**config.mk**
```make
export PLATFORM = sky130hd
export DESIGN_NAME = rtcc_ctrl
export DESIGN_NICKNAME = d
export VERILOG_FILES = /design/src/rtcc_wrap_cnt.v /design/src/rtcc_ctrl.v
export VERILOG_INCLUDE_DIRS = /design/src
export SDC_FILE = /design/constraint.sdc
export NUM_CORES = 1
export LEC_CHECK = 0
export BUFFER_PORTS_ARGS = -buffer_cell sky130_fd_sc_hd__buf_2
export CORE_AREA = 2 2 113 196
export DETAILED_ROUTE_END_ITERATION = 16
export DIE_AREA = 0 0 115 198
export PLACE_DENSITY = 0.45
export SETUP_SLACK_MARGIN = 0.3
export SYNTH_ARGS = -nofsm -noshare
export SYNTH_HDL_FRONTEND = slang
export SYNTH_SLANG_ARGS = --single-unit
export TNS_END_PERCENT = 30
```
**constraint.sdc**
```tcl
create_clock -name core_clk -period 3.9 [get_ports core_clk]
set_clock_uncertainty 0.1 [all_clocks]
set_input_delay 0.78 -clock core_clk [delete_from_list [all_inputs] [get_ports core_clk]]
set_output_delay 0.78 -clock core_clk [all_outputs]
set_load 0.01 [all_outputs]
```
**src/rtcc_consts.vh**
```
// Constants shared by the clock control block: offsets, fields, resets, timing
// What this block does
// - Control bit 7 starts or stops counting
// - Format bit 0 counts hours 0 to 11
// - Format bit 1 counts hours 0 to 23
// - Soft reset bit 4 clears all but itself
// - Timing bit 0 raises periodic events during busy
// - Timing bit 1 raises events after busy ends
// - Control two bit 2 gates one-second event
`ifndef RTCC_CONSTS_VH
`define RTCC_CONSTS_VH

// Register indices; the byte address is four times the index
`define RTCC_CTRL1_IDX     20'h0f06c
`define RTCC_CTRL2_IDX     20'h0f06d
`define RTCC_CTRL1_ADDR    20'h3c1b0
`define RTCC_CTRL2_ADDR    20'h3c1b4
// Added registers: time readback, event status, clear, enable
`define RTCC_TIME_ADDR     20'h3c1c0
`define RTCC_STAT_ADDR     20'h3c1c4
`define RTCC_CLR_ADDR      20'h3c1c8
`define RTCC_IEN_ADDR      20'h3c1cc

// Field positions in control register one
`define RTCC_RUN_BIT       7
`define RTCC_FMT_BIT       6
`define RTCC_SRST_BIT      4
`define RTCC_ITIM_BIT      3
// Field position in control register two
`define RTCC_OSE_BIT       2

// Reset values
`define RTCC_CTRL1_RST     8'h00
`define RTCC_CTRL2_RST     8'h00
`define RTCC_EVT_RST       4'h0

// Counter limits
`define RTCC_SEC_MAX       6'h3b
`define RTCC_MIN_MAX       6'h3b
`define RTCC_HR12_MAX      5'h0b
`define RTCC_HR24_MAX      5'h17
`define RTCC_DOW_MAX       3'h6

// Timing: clock period, one second, busy period
`define RTCC_CLK_NS        4
`define RTCC_SEC_NS        1000000000
`define RTCC_BUSY_NS       40
`define RTCC_BUSY_CYC      ((`RTCC_BUSY_NS + `RTCC_CLK_NS - 1) / `RTCC_CLK_NS)
`define RTCC_SEC_CYC       (`RTCC_SEC_NS / `RTCC_CLK_NS)

`endif

```
**src/rtcc_wrap_cnt.v**
```verilog
// Wrapping time counter used for seconds, minutes, hours and weekday
`timescale 1ns/100ps
`default_nettype none

module rtcc_wrap_cnt #(
	parameter W = 6
) (
	input  wire         core_clk,
	input  wire         arst_n,
	input  wire         clr,
	input  wire         inc,
	input  wire [W-1:0] max_val,
	output reg  [W-1:0] cnt_q,
	output wire         wrap
);

	// Wraps at or above the limit, so a shrunk limit is safe
	assign wrap = inc & (cnt_q >= max_val);

	// Count register; clear has priority over increment
	always @(posedge core_clk or negedge arst_n)
	begin
		if (!arst_n)
		begin
			cnt_q <= {W{1'b0}};
		end
		else if (clr)
		begin
			cnt_q <= {W{1'b0}};
		end
		else if (wrap)
		begin
			cnt_q <= {W{1'b0}};
		end
		else if (inc)
		begin
			cnt_q <= cnt_q + {{(W-1){1'b0}}, 1'b1};
		end
	end

endmodule

`default_nettype wire

```
**src/rtcc_ctrl.v**
```verilog
// Clock control block: APB registers, time counting, periodic events
//
// Register access over APB was chosen for this implementation.
`timescale 1ns/100ps
`default_nettype none
`include "rtcc_consts.vh"

module rtcc_ctrl #(
	parameter [31:0] SEC_CYC  = `RTCC_SEC_CYC,
	parameter [7:0]  BUSY_CYC = `RTCC_BUSY_CYC
) (
	input  wire        core_clk,
	input  wire        arst_n,
	input  wire        psel,
	input  wire        penable,
	input  wire        pwrite,
	input  wire [19:0] paddr,
	input  wire [31:0] pwdata,
	output reg  [31:0] prdata,
	output reg         pready,
	output reg         pslverr,
	output reg         irq
);

	// Control register one fields
	reg        run_q;          // Counting enabled
	reg        fmt_q;          // Hour format, one for 24-hour
	reg        srst_q;         // Soft reset held
	reg        itim_q;         // Event timing select
	// Control register two field
	reg        ose_q;          // One-second event enable
	// Interrupt registers
	reg  [3:0] stat_q;         // Sticky events: sec, min, hour, weekday
	reg  [3:0] ien_q;          // Interrupt enables
	// Timing state
	reg  [31:0] pre_q;         // Prescaler toward one second
	reg  [7:0]  busy_q;        // Busy period cycles left
	reg  [3:0]  pend_q;        // Events waiting for busy end
	// Counter outputs
	wire [5:0] sec_val;        // Seconds
	wire [5:0] min_val;        // Minutes
	wire [4:0] hr_val;         // Hours
	wire [2:0] dow_val;        // Day of week
	wire       sec_wrap;       // Seconds roll over
	wire       min_wrap;       // Minutes roll over
	wire       hr_wrap;        // Hours roll over
	// Bus decode
	wire       acc;            // Access phase awaiting answer
	wire       wr;             // Write taking effect
	wire       hit_c1;         // Control one selected
	wire       hit_c2;         // Control two selected
	wire       hit_tm;         // Time readback selected
	wire       hit_st;         // Status selected
	wire       hit_cl;         // Clear selected
	wire       hit_ie;         // Enable selected
	wire       mapped;         // Any register selected
	// Timing decode
	wire       tick;           // One second elapsed
	wire [3:0] evt_raw;        // Events of this tick
	wire [3:0] evt_now;        // Events raised this cycle
	wire       busy_end;       // Last busy cycle
	wire [4:0] hr_max;         // Hour limit for the format
	reg  [31:0] rd_mux;        // Read data selection
	// Reset values of the two control registers, sized to pick fields
	localparam [7:0] C1_RST = `RTCC_CTRL1_RST;
	localparam [7:0] C2_RST = `RTCC_CTRL2_RST;

	// Access phase; answered one cycle after penable rises
	assign acc    = psel & penable & ~pready;
	assign wr     = acc & pwrite;
	assign hit_c1 = (paddr == `RTCC_CTRL1_ADDR);
	assign hit_c2 = (paddr == `RTCC_CTRL2_ADDR);
	assign hit_tm = (paddr == `RTCC_TIME_ADDR);
	assign hit_st = (paddr == `RTCC_STAT_ADDR);
	assign hit_cl = (paddr == `RTCC_CLR_ADDR);
	assign hit_ie = (paddr == `RTCC_IEN_ADDR);
	assign mapped = hit_c1 | hit_c2 | hit_tm | hit_st | hit_cl | hit_ie;

	// Control register one; a soft reset zeroes the other bits
	always @(posedge core_clk or negedge arst_n)
	begin
		if (!arst_n)
		begin
			run_q  <= C1_RST[`RTCC_RUN_BIT];
			fmt_q  <= C1_RST[`RTCC_FMT_BIT];
			srst_q <= C1_RST[`RTCC_SRST_BIT];
			itim_q <= C1_RST[`RTCC_ITIM_BIT];
		end
		else if (wr && hit_c1)
		begin
			srst_q <= pwdata[`RTCC_SRST_BIT];
			if (pwdata[`RTCC_SRST_BIT])
			begin
				// Entering or staying in soft reset
				run_q  <= 1'b0;
				fmt_q  <= 1'b0;
				itim_q <= 1'b0;
			end
			else
			begin
				// Normal write
				run_q  <= pwdata[`RTCC_RUN_BIT];
				fmt_q  <= pwdata[`RTCC_FMT_BIT];
				itim_q <= pwdata[`RTCC_ITIM_BIT];
			end
		end
	end

	// Control register two; cleared by soft reset
	always @(posedge core_clk or negedge arst_n)
	begin
		if (!arst_n)
		begin
			ose_q <= C2_RST[`RTCC_OSE_BIT];
		end
		else if (srst_q)
		begin
			ose_q <= 1'b0;
		end
		else if (wr && hit_c2)
		begin
			ose_q <= pwdata[`RTCC_OSE_BIT];
		end
	end

	// Prescaler; frozen while stopped, cleared by soft reset
	assign tick = run_q & ~srst_q & (pre_q == SEC_CYC - 32'h00000001);

	always @(posedge core_clk or negedge arst_n)
	begin
		if (!arst_n)
		begin
			pre_q <= 32'h00000000;
		end
		else if (srst_q || tick)
		begin
			pre_q <= 32'h00000000;
		end
		else if (run_q)
		begin
			pre_q <= pre_q + 32'h00000001;
		end
	end

	// Hour limit by format
	assign hr_max = fmt_q ? `RTCC_HR24_MAX : `RTCC_HR12_MAX;

	// Seconds counter
	rtcc_wrap_cnt #(
		.W(6)
	) u_sec (
		.core_clk (core_clk),
		.arst_n   (arst_n),
		.clr      (srst_q),
		.inc      (tick),
		.max_val  (`RTCC_SEC_MAX),
		.cnt_q    (sec_val),
		.wrap     (sec_wrap)
	);

	// Minutes counter
	rtcc_wrap_cnt #(
		.W(6)
	) u_min (
		.core_clk (core_clk),
		.arst_n   (arst_n),
		.clr      (srst_q),
		.inc      (sec_wrap),
		.max_val  (`RTCC_MIN_MAX),
		.cnt_q    (min_val),
		.wrap     (min_wrap)
	);

	// Hours counter, wraps at 11 or 23
	rtcc_wrap_cnt #(
		.W(5)
	) u_hr (
		.core_clk (core_clk),
		.arst_n   (arst_n),
		.clr      (srst_q),
		.inc      (min_wrap),
		.max_val  (hr_max),
		.cnt_q    (hr_val),
		.wrap     (hr_wrap)
	);

	// Day-of-week counter; in 12-hour mode it steps every hour wrap
	rtcc_wrap_cnt #(
		.W(3)
	) u_dow (
		.core_clk (core_clk),
		.arst_n   (arst_n),
		.clr      (srst_q),
		.inc      (hr_wrap),
		.max_val  (`RTCC_DOW_MAX),
		.cnt_q    (dow_val),
		.wrap     ()                // Week roll over raises no event
	);

	// Events of this tick; second event gated by its enable
	assign evt_raw = {hr_wrap, min_wrap, sec_wrap, tick & ose_q};

	// Busy period starts with each tick
	assign busy_end = (busy_q == 8'h01);

	always @(posedge core_clk or negedge arst_n)
	begin
		if (!arst_n)
		begin
			busy_q <= 8'h00;
		end
		else if (srst_q)
		begin
			busy_q <= 8'h00;
		end
		else if (tick)
		begin
			busy_q <= BUSY_CYC;
		end
		else if (busy_q != 8'h00)
		begin
			busy_q <= busy_q - 8'h01;
		end
	end

	// Events held for release after busy
	always @(posedge core_clk or negedge arst_n)
	begin
		if (!arst_n)
		begin
			pend_q <= `RTCC_EVT_RST;
		end
		else if (srst_q)
		begin
			pend_q <= `RTCC_EVT_RST;
		end
		else if (tick && itim_q)
		begin
			pend_q <= evt_raw;
		end
		else if (busy_end)
		begin
			pend_q <= `RTCC_EVT_RST;
		end
	end

	// Raise at tick, or at busy end when delayed timing chosen
	assign evt_now = itim_q ? (busy_end ? pend_q : 4'h0)
	                        : evt_raw;

	// Sticky status; set wins over a clear in the same cycle
	always @(posedge core_clk or negedge arst_n)
	begin
		if (!arst_n)
		begin
			stat_q <= `RTCC_EVT_RST;
		end
		else if (srst_q)
		begin
			stat_q <= `RTCC_EVT_RST;
		end
		else if (wr && hit_cl)
		begin
			stat_q <= (stat_q & ~pwdata[3:0]) | evt_now;
		end
		else
		begin
			stat_q <= stat_q | evt_now;
		end
	end

	// Interrupt enable register
	always @(posedge core_clk or negedge arst_n)
	begin
		if (!arst_n)
		begin
			ien_q <= `RTCC_EVT_RST;
		end
		else if (srst_q)
		begin
			ien_q <= `RTCC_EVT_RST;
		end
		else if (wr && hit_ie)
		begin
			ien_q <= pwdata[3:0];
		end
	end

	// Level interrupt from a flop
	always @(posedge core_clk or negedge arst_n)
	begin
		if (!arst_n)
		begin
			irq <= 1'b0;
		end
		else
		begin
			irq <= |(stat_q & ien_q);
		end
	end

	// Read data selection; clear register reads zero
	always @*
	begin
		rd_mux = 32'h00000000;
		if (hit_c1)
		begin
			rd_mux[`RTCC_RUN_BIT]  = run_q;
			rd_mux[`RTCC_FMT_BIT]  = fmt_q;
			rd_mux[`RTCC_SRST_BIT] = srst_q;
			rd_mux[`RTCC_ITIM_BIT] = itim_q;
		end
		else if (hit_c2)
		begin
			rd_mux[`RTCC_OSE_BIT] = ose_q;
		end
		else if (hit_tm)
		begin
			rd_mux = {5'h00, dow_val, 3'h0, hr_val, 2'h0, min_val, 2'h0, sec_val};
		end
		else if (hit_st)
		begin
			rd_mux[3:0] = stat_q;
		end
		else if (hit_ie)
		begin
			rd_mux[3:0] = ien_q;
		end
	end

	// APB answer: one wait state, error on unmapped address
	always @(posedge core_clk or negedge arst_n)
	begin
		if (!arst_n)
		begin
			pready  <= 1'b0;
			pslverr <= 1'b0;
			prdata  <= 32'h00000000;
		end
		else if (acc)
		begin
			pready  <= 1'b1;
			pslverr <= ~mapped;
			prdata  <= pwrite ? 32'h00000000 : rd_mux;
		end
		else
		begin
			pready  <= 1'b0;
			pslverr <= 1'b0;
			prdata  <= 32'h00000000;
		end
	end

endmodule

`default_nettype wire

```
---- Word-level counts from Yosys, hierarchy flattened ----
Index checks and enable logic that the tools add are counted.
word-level totals
  bits in registers ....................... 112
  bits of input ports ..................... 57
  logic and storage cells ................. 124
cells by class
  $add $sub $neg .......................... 6
  magnitude comparators ................... 4
  equality and inequality tests ........... 8
  muxes and demuxes ....................... 48
  bitwise logic cells ..................... 23
  reduce and logical (&&, ||, !) cells .... 17
operator list
  operator                                          count
  2-to-1 mux 32 bit                                 4
  == test 20 x 18 -> 1 bit, second input constant   6
  2-to-1 mux 24 bit                                 2
  2-to-1 mux 4 bit                                  12
  2-to-1 mux 6 bit                                  6
  adder 32 x 1 -> 32 bit, second input constant     1
  == test 32 x 28 -> 1 bit, second input constant   1
  2-to-1 mux 8 bit                                  3
  2-to-1 mux 23 bit                                 1
  2-to-1 mux 5 bit                                  4
  nonzero test 3 bit                                6
  adder 6 x 1 -> 6 bit, second input constant       2
  >= comparator 6 bit, second input constant        2
  2-to-1 mux 3 bit                                  4
  bitwise AND 1 bit                                 10
  2-to-1 mux 1 bit                                  9
  bitwise AND 4 bit                                 2
  == test 8 x 1 -> 1 bit, second input constant     1
  OR 4 bit                                          2
  nonzero test 8 bit                                1
  subtractor 8 x 1 -> 8 bit, second input constant  1
  2-to-1 mux 2 bit                                  3
  nonzero test 2 bit                                3
  adder 5 x 1 -> 5 bit, second input constant       1
  other kinds (9)                                   19

---- Logic depth before layout (Yosys ltp) ----
Gate-level depths: netlist (run 1).
  depth after elaboration ................. 10
  gate-level depth with buffers ........... 8
  mapped depth without buffers ............ 7

---- By module ----
From an unflattened synthesis (run 1), not the netlist that was laid out.
unflattened totals
  cell total of the unflattened synthesis .. 580
  area total of the unflattened synthesis .. 5796.8 um2
by module, submodules not included
  module                     instances  cells each  area each (um2)  sequential area each (um2)
  rtcc_ctrl                  1          400         4166.5           2052.0
  rtcc_wrap_cnt (u_min ...)  2          54          486.7            150.1
  rtcc_wrap_cnt (u_hr)       1          46          400.4            125.1
  rtcc_wrap_cnt (u_dow)      1          26          256.5            75.1

---- Least setup slack after synthesis (run 1) ----
No wires, ideal clock.
  kind .................................... input -> register
  start ................................... input paddr[1]
  end ..................................... register prdata[11]
  arrival ................................. 2.422 ns
  path slack .............................. 1.312 ns
  cell stages on the path ................. 6
  cells stage by stage .................... nor4b_1 nand4_1 nor4_2 and3_1 clkbuf_1 and2_1
on the way
  word-level cells in the longest chain between the ends .. 6
  elaborated cells on any way between the ends .. 8
  those cells by class .................... eq/ne: 3; mux: 5
RTL lines
  element                                    RTL line         RTL
  start: declaration                         rtcc_ctrl.v:17   input wire [19:0] paddr,
  == test 20 x 18 -> 1 bit (no source line)  n/a
  2-to-1 mux 23 bit                          rtcc_ctrl.v:317  else if (hit_tm)
  2-to-1 mux 24 bit                          rtcc_ctrl.v:313  else if (hit_c2)
  2-to-1 mux 24 bit (*)                      rtcc_ctrl.v:306  if (hit_c1)
  2-to-1 mux 32 bit (*)                      rtcc_ctrl.v:344  prdata <= pwrite ? 32'h00000000 : rd_mux;
  2-to-1 mux 32 bit (*)                      rtcc_ctrl.v:340  else if (acc)
  end signal: assignment                     rtcc_ctrl.v:344
  end: declaration                           rtcc_ctrl.v:19   output reg [31:0] prdata,
Every way passes the cells marked *; elsewhere a longest branch is shown, timed or not.
A chain may end at the register's enable or synchronous reset.

---- Worst setup path after layout (run 1) ----
  start ................................... register pre_q[0]
  end ..................................... register u_dow.cnt_q[1]
on the way
  word-level cells in the longest chain between the ends .. 8
  elaborated cells on any way between the ends .. 9
  those cells by class .................... eq/ne: 1; mux: 2; bitwise: 5; reduce/logical: 1
RTL lines
  element                             RTL line            RTL
  start: declaration                  rtcc_ctrl.v:36      reg [31:0] pre_q;
  start signal: assignment            rtcc_ctrl.v:141     pre_q <= pre_q + 32'h00000001;
  == test 32 x 28 -> 1 bit (*)        rtcc_ctrl.v:127     assign tick = run_q & ~srst_q & (pre_q == SEC_CYC - 32'h00000001);
  bitwise AND 1 bit (*)               rtcc_ctrl.v:127
  bitwise AND 1 bit (*) (3 in a row)  rtcc_wrap_cnt.v:18  assign wrap = inc & (cnt_q >= max_val);
  bitwise AND 1 bit                   rtcc_wrap_cnt.v:18
  2-to-1 mux 3 bit                    rtcc_wrap_cnt.v:31  else if (wrap)
  2-to-1 mux 3 bit                    rtcc_wrap_cnt.v:27  else if (clr)
  end signal: assignment              rtcc_wrap_cnt.v:25  cnt_q <= {W{1'b0}};
  end signal: assignment              rtcc_wrap_cnt.v:29  cnt_q <= {W{1'b0}};
  end signal: assignment              rtcc_wrap_cnt.v:33  cnt_q <= {W{1'b0}};
  end: declaration                    rtcc_wrap_cnt.v:13  output reg [W-1:0] cnt_q,
Marked as above.

==> impl_metrics.json, run 1 <==
{
  "p_total_mw": 2.04,
  "synth_compound_area_share_pct": 8.29,
  "ff2ff_path_depth": 6,
  "synth_seq_area_share_pct": 49.0,
  "dr.pass1.iters": 4,
  "arrival_ns": 3.10,
  "die_y_um": 198,
  "cts_made_buffers": 9,
  "synth_flop_cell": "dfrtp_1",
  "vdd_drop_max_mv": 0.189,
  "fillers": 2239,
  "cts_root_buf": "clkbuf_16",
  "highest_layer": "met4",
  "overflow": 0,
  "cp.depth": 6,
  "intPower_mw": 1.58,
  "die_x_um": 115,
  "synth_cells": 533,
  "rsz0062_at_grt": "false",
  "crit_path_max_fanout": 8,
  "postSynthAreaPerCell_sq_um": 9.77,
  "routed_via_density": 4.82,
  "post_cts_resized": 0,
  "r2r-start": "pre_q[0]",
  "wl_per_cell_um": 15.2,
  "clock_latency_ns": 0.36,
  "worst_path_max_delay_cell": "or4_1",
  "hpwl_um": 9150,
  "area_growth_pct": 16.9,
  "synth_simple_gate_area_share_pct": 26.9,
  "synth_area_sq_mm": 0.00521,
  "finalSetupTns_ns": 0,
  "gp_congestion": 0.738,
  "crit_path_start": "pre_q[0]",
  "endpoint_kind": "flop",
  "p_clk_share_pct": 45.1,
  "cts_buffer_depth": 2,
  "path_cells": "ha_1 > nand3_1 > or4b_4 > or4_1 > nor2_2 > mux2_2",
  "antenna_cells": 0,
  "fin_crit_sh_pct": 76.0,
  "antenna_found_initial": 0,
  "synth_top_family_by_area": "simple AND/OR/NAND/NOR gates",
  "setup_viol": 0,
  "wl_met2_um": 7120,
  "wirelength_um": 12900,
  "final_nets": 659,
  "ys_warn_count": 0,
  "critPathCapture": "u_dow.cnt_q[1]",
  "p_sw_share_pct": 22.7,
  "wl_met1_um": 5050,
  "start_kind": "flop",
  "synth_fa_ha_area_share_pct": 2.64,
  "worst_r2r_endpoint": "u_dow.cnt_q[1]",
  "cts_tree": "built",
  "via_count": 4102,
  "p_leak_nw": 2.89,
  "synthXorXnorAreaFrac_pct": 5.89,
  "grt_max_degree": 103,
  "clkSinkCount": 102,
  "io_buffers": 56,
  "crit_family": "simple AND/OR/NAND/NOR gates",
  "tightest_slew_ns": 0.876,
  "timing.fmax_mhz": 338,
  "postCtsSetupBuffers": 0,
  "path_class": "flop to flop",
  "switchingPower_uw": 464,
  "path_buf_inv": 0,
  "cts_hold_buffers": 0,
  "worstPathRequired_ns": 4.04,
  "final_common_cell": "dfrtp_1",
  "final_cell_mix": "102 x dfrtp_1, 65 x nor2_1, 55 x buf_2, 37 x nand2_1, 36 x nand3_1",
  "synth_edf_count": 0,
  "synth.distinct_cells": 61,
  "rows": 71,
  "async_flop_share_pct": 100,
  "core_sq_mm": 0.0213,
  "relSlewSlack_pct": 41.1,
  "track_usage_pct": 11.9,
  "period_needed_ns": 2.96,
  "status": "completed",
  "finalHoldViolations": 0,
  "p_per_area_mw_per_mm2": 336,
  "grt_pass1_vias": 4327,
  "synth.area.mux_share_pct": 3.22,
  "ys_ff_latch": 102,
  "drv_cap": 0,
  "ios": 92,
  "grt_pass1_wl_um": 21300,
  "comb_power_share_pct": 3.1,
  "clkSlewWorstSetupHoldPaths_ns": 0.07,
  "drive_above_1_share_pct": 16.1,
  "seqPwrFrac_pct": 51.8,
  "drt_iter0_markers": 212,
  "ant_nets": 0,
  "rrSetupSlack_ns": 0.94,
  "drv_slew": 0,
  "initial_utilization_pct": 24.4,
  "die_area_sq_mm": 0.0228,
  "htreeDepth": 3,
  "critPathMaxStageDelay_ns": 0.71,
  "drc_errors": 0,
  "met3WireLength_um": 440,
  "hold_class": "primary input to asynchronous set/reset pin"
}
-- power groups by stage --
stage	Combinational (mW)	Clock [mW]	Sequential, mW
6_report	0.0627	0.923	1.06
5_1_grt	0.0717	0.993	1.06
3_3_place_gp	0.0644	0	1.08
2_1_floorplan	0.0237	0	1.08
3_5_place_dp	0.0649	0	1.08
4_1_cts	0.0650	0.956	1.06
-- final cells by class --
class	instances	area, sq um	share of cell area, %
Clock buffer	10	229	3.76
Clock inverter	6	67.6	1.11
Inverter	14	52.6	0.863
Multi-Input combinational cell	396	2480	40.8
Sequential cell	102	2550	41.9
Tap cell	255	319	5.24
Timing Repair Buffer	68	385	6.33
-- worst reg2reg max path: stages, from the launching register on --
cell     delay, ns
dfrtp_1       0.40
ha_1          0.20
nand3_1       0.16
or4b_4        0.57
or4_1         0.71
nor2_2        0.35
mux2_2        0.37
-- per-layer routing --
metal | vias up | GRT usage, %
met5 | - | 0
met4 | 0 | 5.18
met3 | 24 | 2.11
met2 | 86 | 23.0
met1 | 2006 | 12.1
li1 | 1986 | -
-- state kept, by name, indices dropped and copies added (netlist names) --
| signal | cells |
|---|---|
| pre_q | 32 |
| prdata | 22 |
| busy_q | 8 |
| u_min.cnt_q | 6 |
| u_sec.cnt_q | 6 |
| u_hr.cnt_q | 5 |
| ien_q | 4 |
| pend_q | 4 |
| stat_q | 4 |
| u_dow.cnt_q | 3 |
| fmt_q | 1 |
| irq | 1 |
| itim_q | 1 |
| ose_q | 1 |
| pready | 1 |
| pslverr | 1 |
| run_q | 1 |
| srst_q | 1 |
-- synth_stat cells, types with 3 or more instances --
cell type	instances	area (sq um)
nor3_1	21	105
a22oi_1	6	45.0
nand2b_1	5	31.3
buf_4	10	75.1
nor2b_1	8	50.1
inv_1	14	52.6
mux2i_1	10	100
nor2_1	65	244
nor4b_1	4	35.0
nand2_1	37	139
a21oi_1	20	100
and2_1	17	106
ha_1	11	138
nor4_1	7	43.8
o21ai_0	8	40.0
clkbuf_1	17	63.8
xnor2_1	10	87.6
nand4_1	17	106
nand3_1	36	180
nand4b_1	4	35.0
or4_1	3	22.5
xor2_1	25	219
and3_1	14	87.6
or3_1	7	43.8
dfrtp_1	102	2550
mux2_2	6	67.6
o32ai_1	4	35.0
-- through the flow --
stage | cell area, sq um | setup slack [ns] | utilization (%) | hold WS, ns | cells
finish | 6090 | 0.937 | 28.6 | 0.389 | 851
global route | 6090 | 0.813 | 28.6 | 0.425 | 851
CTS | 6090 | 0.912 | 28.6 | 0.412 | 851
detailed placement | 5790 | 0.868 | 27.2 | 0.386 | 835
global placement | 5790 | 0.898 | 27.2 | 0.390 | 835
floorplan | 5240 | 1.31 | - | 0.366 | 542
-- logic make-up after synthesis --
kind of cell / Yosys count
AOI/OAI and AO/OA: 63
xor gates and xnor gates: 35
adders and majority gates: 11
buffers and inverters: 44
DFF: 102
muxes: 16
other: 1
and+or+nand+nor: 261
-- how the worst min path moves through the flow --
| stage | from | endpoint | depth (start not counted) |
|---|---|---|---|
| detailed placement | pend_q[2] | pend_q[2] | 1 |
| global route | pend_q[2] | pend_q[2] | 1 |
| floorplan | pend_q[2] | pend_q[2] | 1 |
| global placement | pend_q[3] | pend_q[3] | 1 |
| finish | arst_n | busy_q[6] | 2 |
| CTS | pend_q[2] | pend_q[2] | 1 |
No activity file was read; power rests on OpenSTA's default activity.
==> run 2: changes to the inputs <==
==> constraint.sdc (replaced) <==
create_clock -name core_clk -period 2.9 [get_ports core_clk]
set_clock_uncertainty 0.1 [all_clocks]
set_input_delay 0.58 -clock core_clk [delete_from_list [all_inputs] [get_ports core_clk]]
set_output_delay 0.58 -clock core_clk [all_outputs]
set_load 0.01 [all_outputs]
==> run 2 against run 1 <==
  * Maximum frequency grew 15%
  * Critical endpoint is now stat_q[3]
  * Routed wire length grew 0.64%
  * Cell count grew 1.8%
  * First-iteration DRC count shrank 5.2%
==> impl_metrics.json, run 2 (synthesis results as in run 1) <==
{
  "p_sw_share_pct": 21.5,
  "register_area_sq_mm": 0.00255,
  "final_common_cell": "dfrtp_1",
  "overflow": 0,
  "finalSetupTns_ns": 0,
  "clkSinkCount": 102,
  "place_inst": 847,
  "intPower_mw": 2.19,
  "timing.fmax_mhz": 387,
  "drv_cap": 0,
  "crit_family": "simple AND/OR/NAND/NOR gates",
  "routed_via_density": 4.79,
  "worst_r2r_endpoint": "stat_q[3]",
  "initial_utilization_pct": 24.4,
  "comb_power_share_pct": 3.0,
  "fillers": 2264,
  "ant_nets": 0,
  "rsz0062_at_grt": "true",
  "antenna_cells": 0,
  "core_sq_mm": 0.0213,
  "rows": 71,
  "regMostFlops": "pre_q",
  "area_growth_pct": 20.4,
  "grt_pass1_wl_um": 21000,
  "clkSlewWorstSetupHoldPaths_ns": 0.07,
  "endpoint_kind": "flop",
  "drc_errors": 0,
  "worstPathRequired_ns": 3.08,
  "fin_crit_sh_pct": 89.2,
  "top_regs": "pre_q (32), prdata (22), busy_q (8)",
  "die_area_sq_mm": 0.0228,
  "wl_met1_um": 5020,
  "via_count": 4144,
  "p_clk_share_pct": 46.0,
  "wl_per_cell_um": 15.0,
  "status": "completed",
  "crit_path_start": "pre_q[1]",
  "cts_root_buf": "clkbuf_16",
  "p_per_area_mw_per_mm2": 446,
  "met3WireLength_um": 377,
  "path_cells": "ha_4 > nand3_1 > or4b_4 > or4_4 > or3_4 > a31oi_4",
  "cts_made_buffers": 9,
  "critPathCapture": "stat_q[3]",
  "relSlewSlack_pct": 59.7,
  "hold_class": "primary input to asynchronous set/reset pin",
  "final_nets": 674,
  "io_buffers": 56,
  "start_kind": "flop",
  "worst_path_max_delay_cell": "or4_4",
  "grt_max_degree": 41,
  "period_needed_ns": 2.59,
  "highest_layer": "met4",
  "r2r-start": "pre_q[1]",
  "place_area_sq_mm": 0.00588,
  "stdcell_count": 866,
  "multi_input_area_sq_mm": 0.00252,
  "crit_path_max_fanout": 4,
  "ff2ff_path_depth": 6,
  "critPathMaxStageDelay_ns": 0.61,
  "cts_buffer_depth": 2,
  "cp.depth": 6,
  "htreeDepth": 3,
  "vdd_drop_max_mv": 0.232,
  "path_class": "flop to flop",
  "arrival_ns": 2.76,
  "drt_iter0_markers": 201,
  "track_usage_pct": 11.8,
  "p_leak_nw": 2.98,
  "final_cell_mix": "100 x dfrtp_1, 65 x nor2_1, 55 x buf_2, 37 x nand2_1, 36 x nand3_1",
  "setup_viol": 0,
  "rrSetupSlack_ns": 0.31,
  "die_x_um": 115,
  "cts_tree": "built",
  "tightest_slew_ns": 0.600,
  "ios": 92,
  "fin_area_sq_mm": 0.00627,
  "cts_hold_buffers": 0,
  "drive_above_1_share_pct": 19.3,
  "switchingPower_uw": 601,
  "finalHoldViolations": 0,
  "drv_slew": 0,
  "die_y_um": 198,
  "antenna_found_initial": 0,
  "gp_congestion": 0.763,
  "wirelength_um": 13000,
  "largest_register_ffs": 32,
  "dr.pass1.iters": 4,
  "wl_met2_um": 7240,
  "grt_pass1_vias": 4243,
  "path_buf_inv": 0,
  "seqPwrFrac_pct": 51.0,
  "clock_latency_ns": 0.35,
  "hpwl_um": 9700
}
## run 2: changes by cell type in the layout (fill, tap and decap cells not counted), moves of 2 or more
cell	delta
dfrtp_1	-2
clkinvlp_4	-2
dfrtp_2	+2
clkbuf_8	+3
buf_4	+15
## run 2: cell type report
| type | count | area share [%] |
|---|---|---|
| well taps | 255 | 5.09 |
| flip-flops and latches | 102 | 40.8 |
| clock inverters | 4 | 0.838 |
| clock buffers | 12 | 4.25 |
| multi-input cells | 396 | 40.3 |
| inverters | 14 | 0.838 |
| repair buffers | 83 | 7.94 |
## run 2: worst min path at each step
stage	end	slack [ns]
2_1_floorplan	busy_q[0]	0.18
3_3_place_gp	pend_q[3]	0.39
3_5_place_dp	pend_q[2]	0.39
4_1_cts	pre_q[26]	0.10
5_1_grt	pre_q[26]	0.12
6_report	pre_q[26]	0.09
## run 2: layer usage
layer	track usage, %	vias to the layer above
met3	1.84	24
met4	5.76	0
met2	22.2	81
li1	-	2020
met5	0	-
met1	12.4	2019
## run 2: timing repair
item | CTS | global route
hold endpoints to repair | 0 | 0
cloned | 0 | 0
pin swaps | 0 | 4
gates resized for setup | 2 | 6
buffers inserted | 0 | 3
setup endpoints to repair | 4 | 5
## run 2: metrics by stage
step	util, %	worst slack (ns)	hold slack [ns]	power (mW)
final	29.4	0.313	0.0924	2.79
after global routing	29.4	0.261	0.124	2.91
after CTS	29.1	0.286	0.103	2.85
after detailed placement	27.6	0.216	0.387	1.54
after global placement	27.6	0.254	0.388	1.54
after floorplan	-	0.317	0.184	1.48
## run 2: power groups by stage
stage	clock (mW)	combinational (mW)	sequential, mW
after global placement	0	0.0866	1.45
after CTS	1.33	0.0890	1.42
final	1.29	0.0849	1.42
after detailed placement	0	0.0887	1.45
after floorplan	0	0.0319	1.45
after global routing	1.39	0.0964	1.42
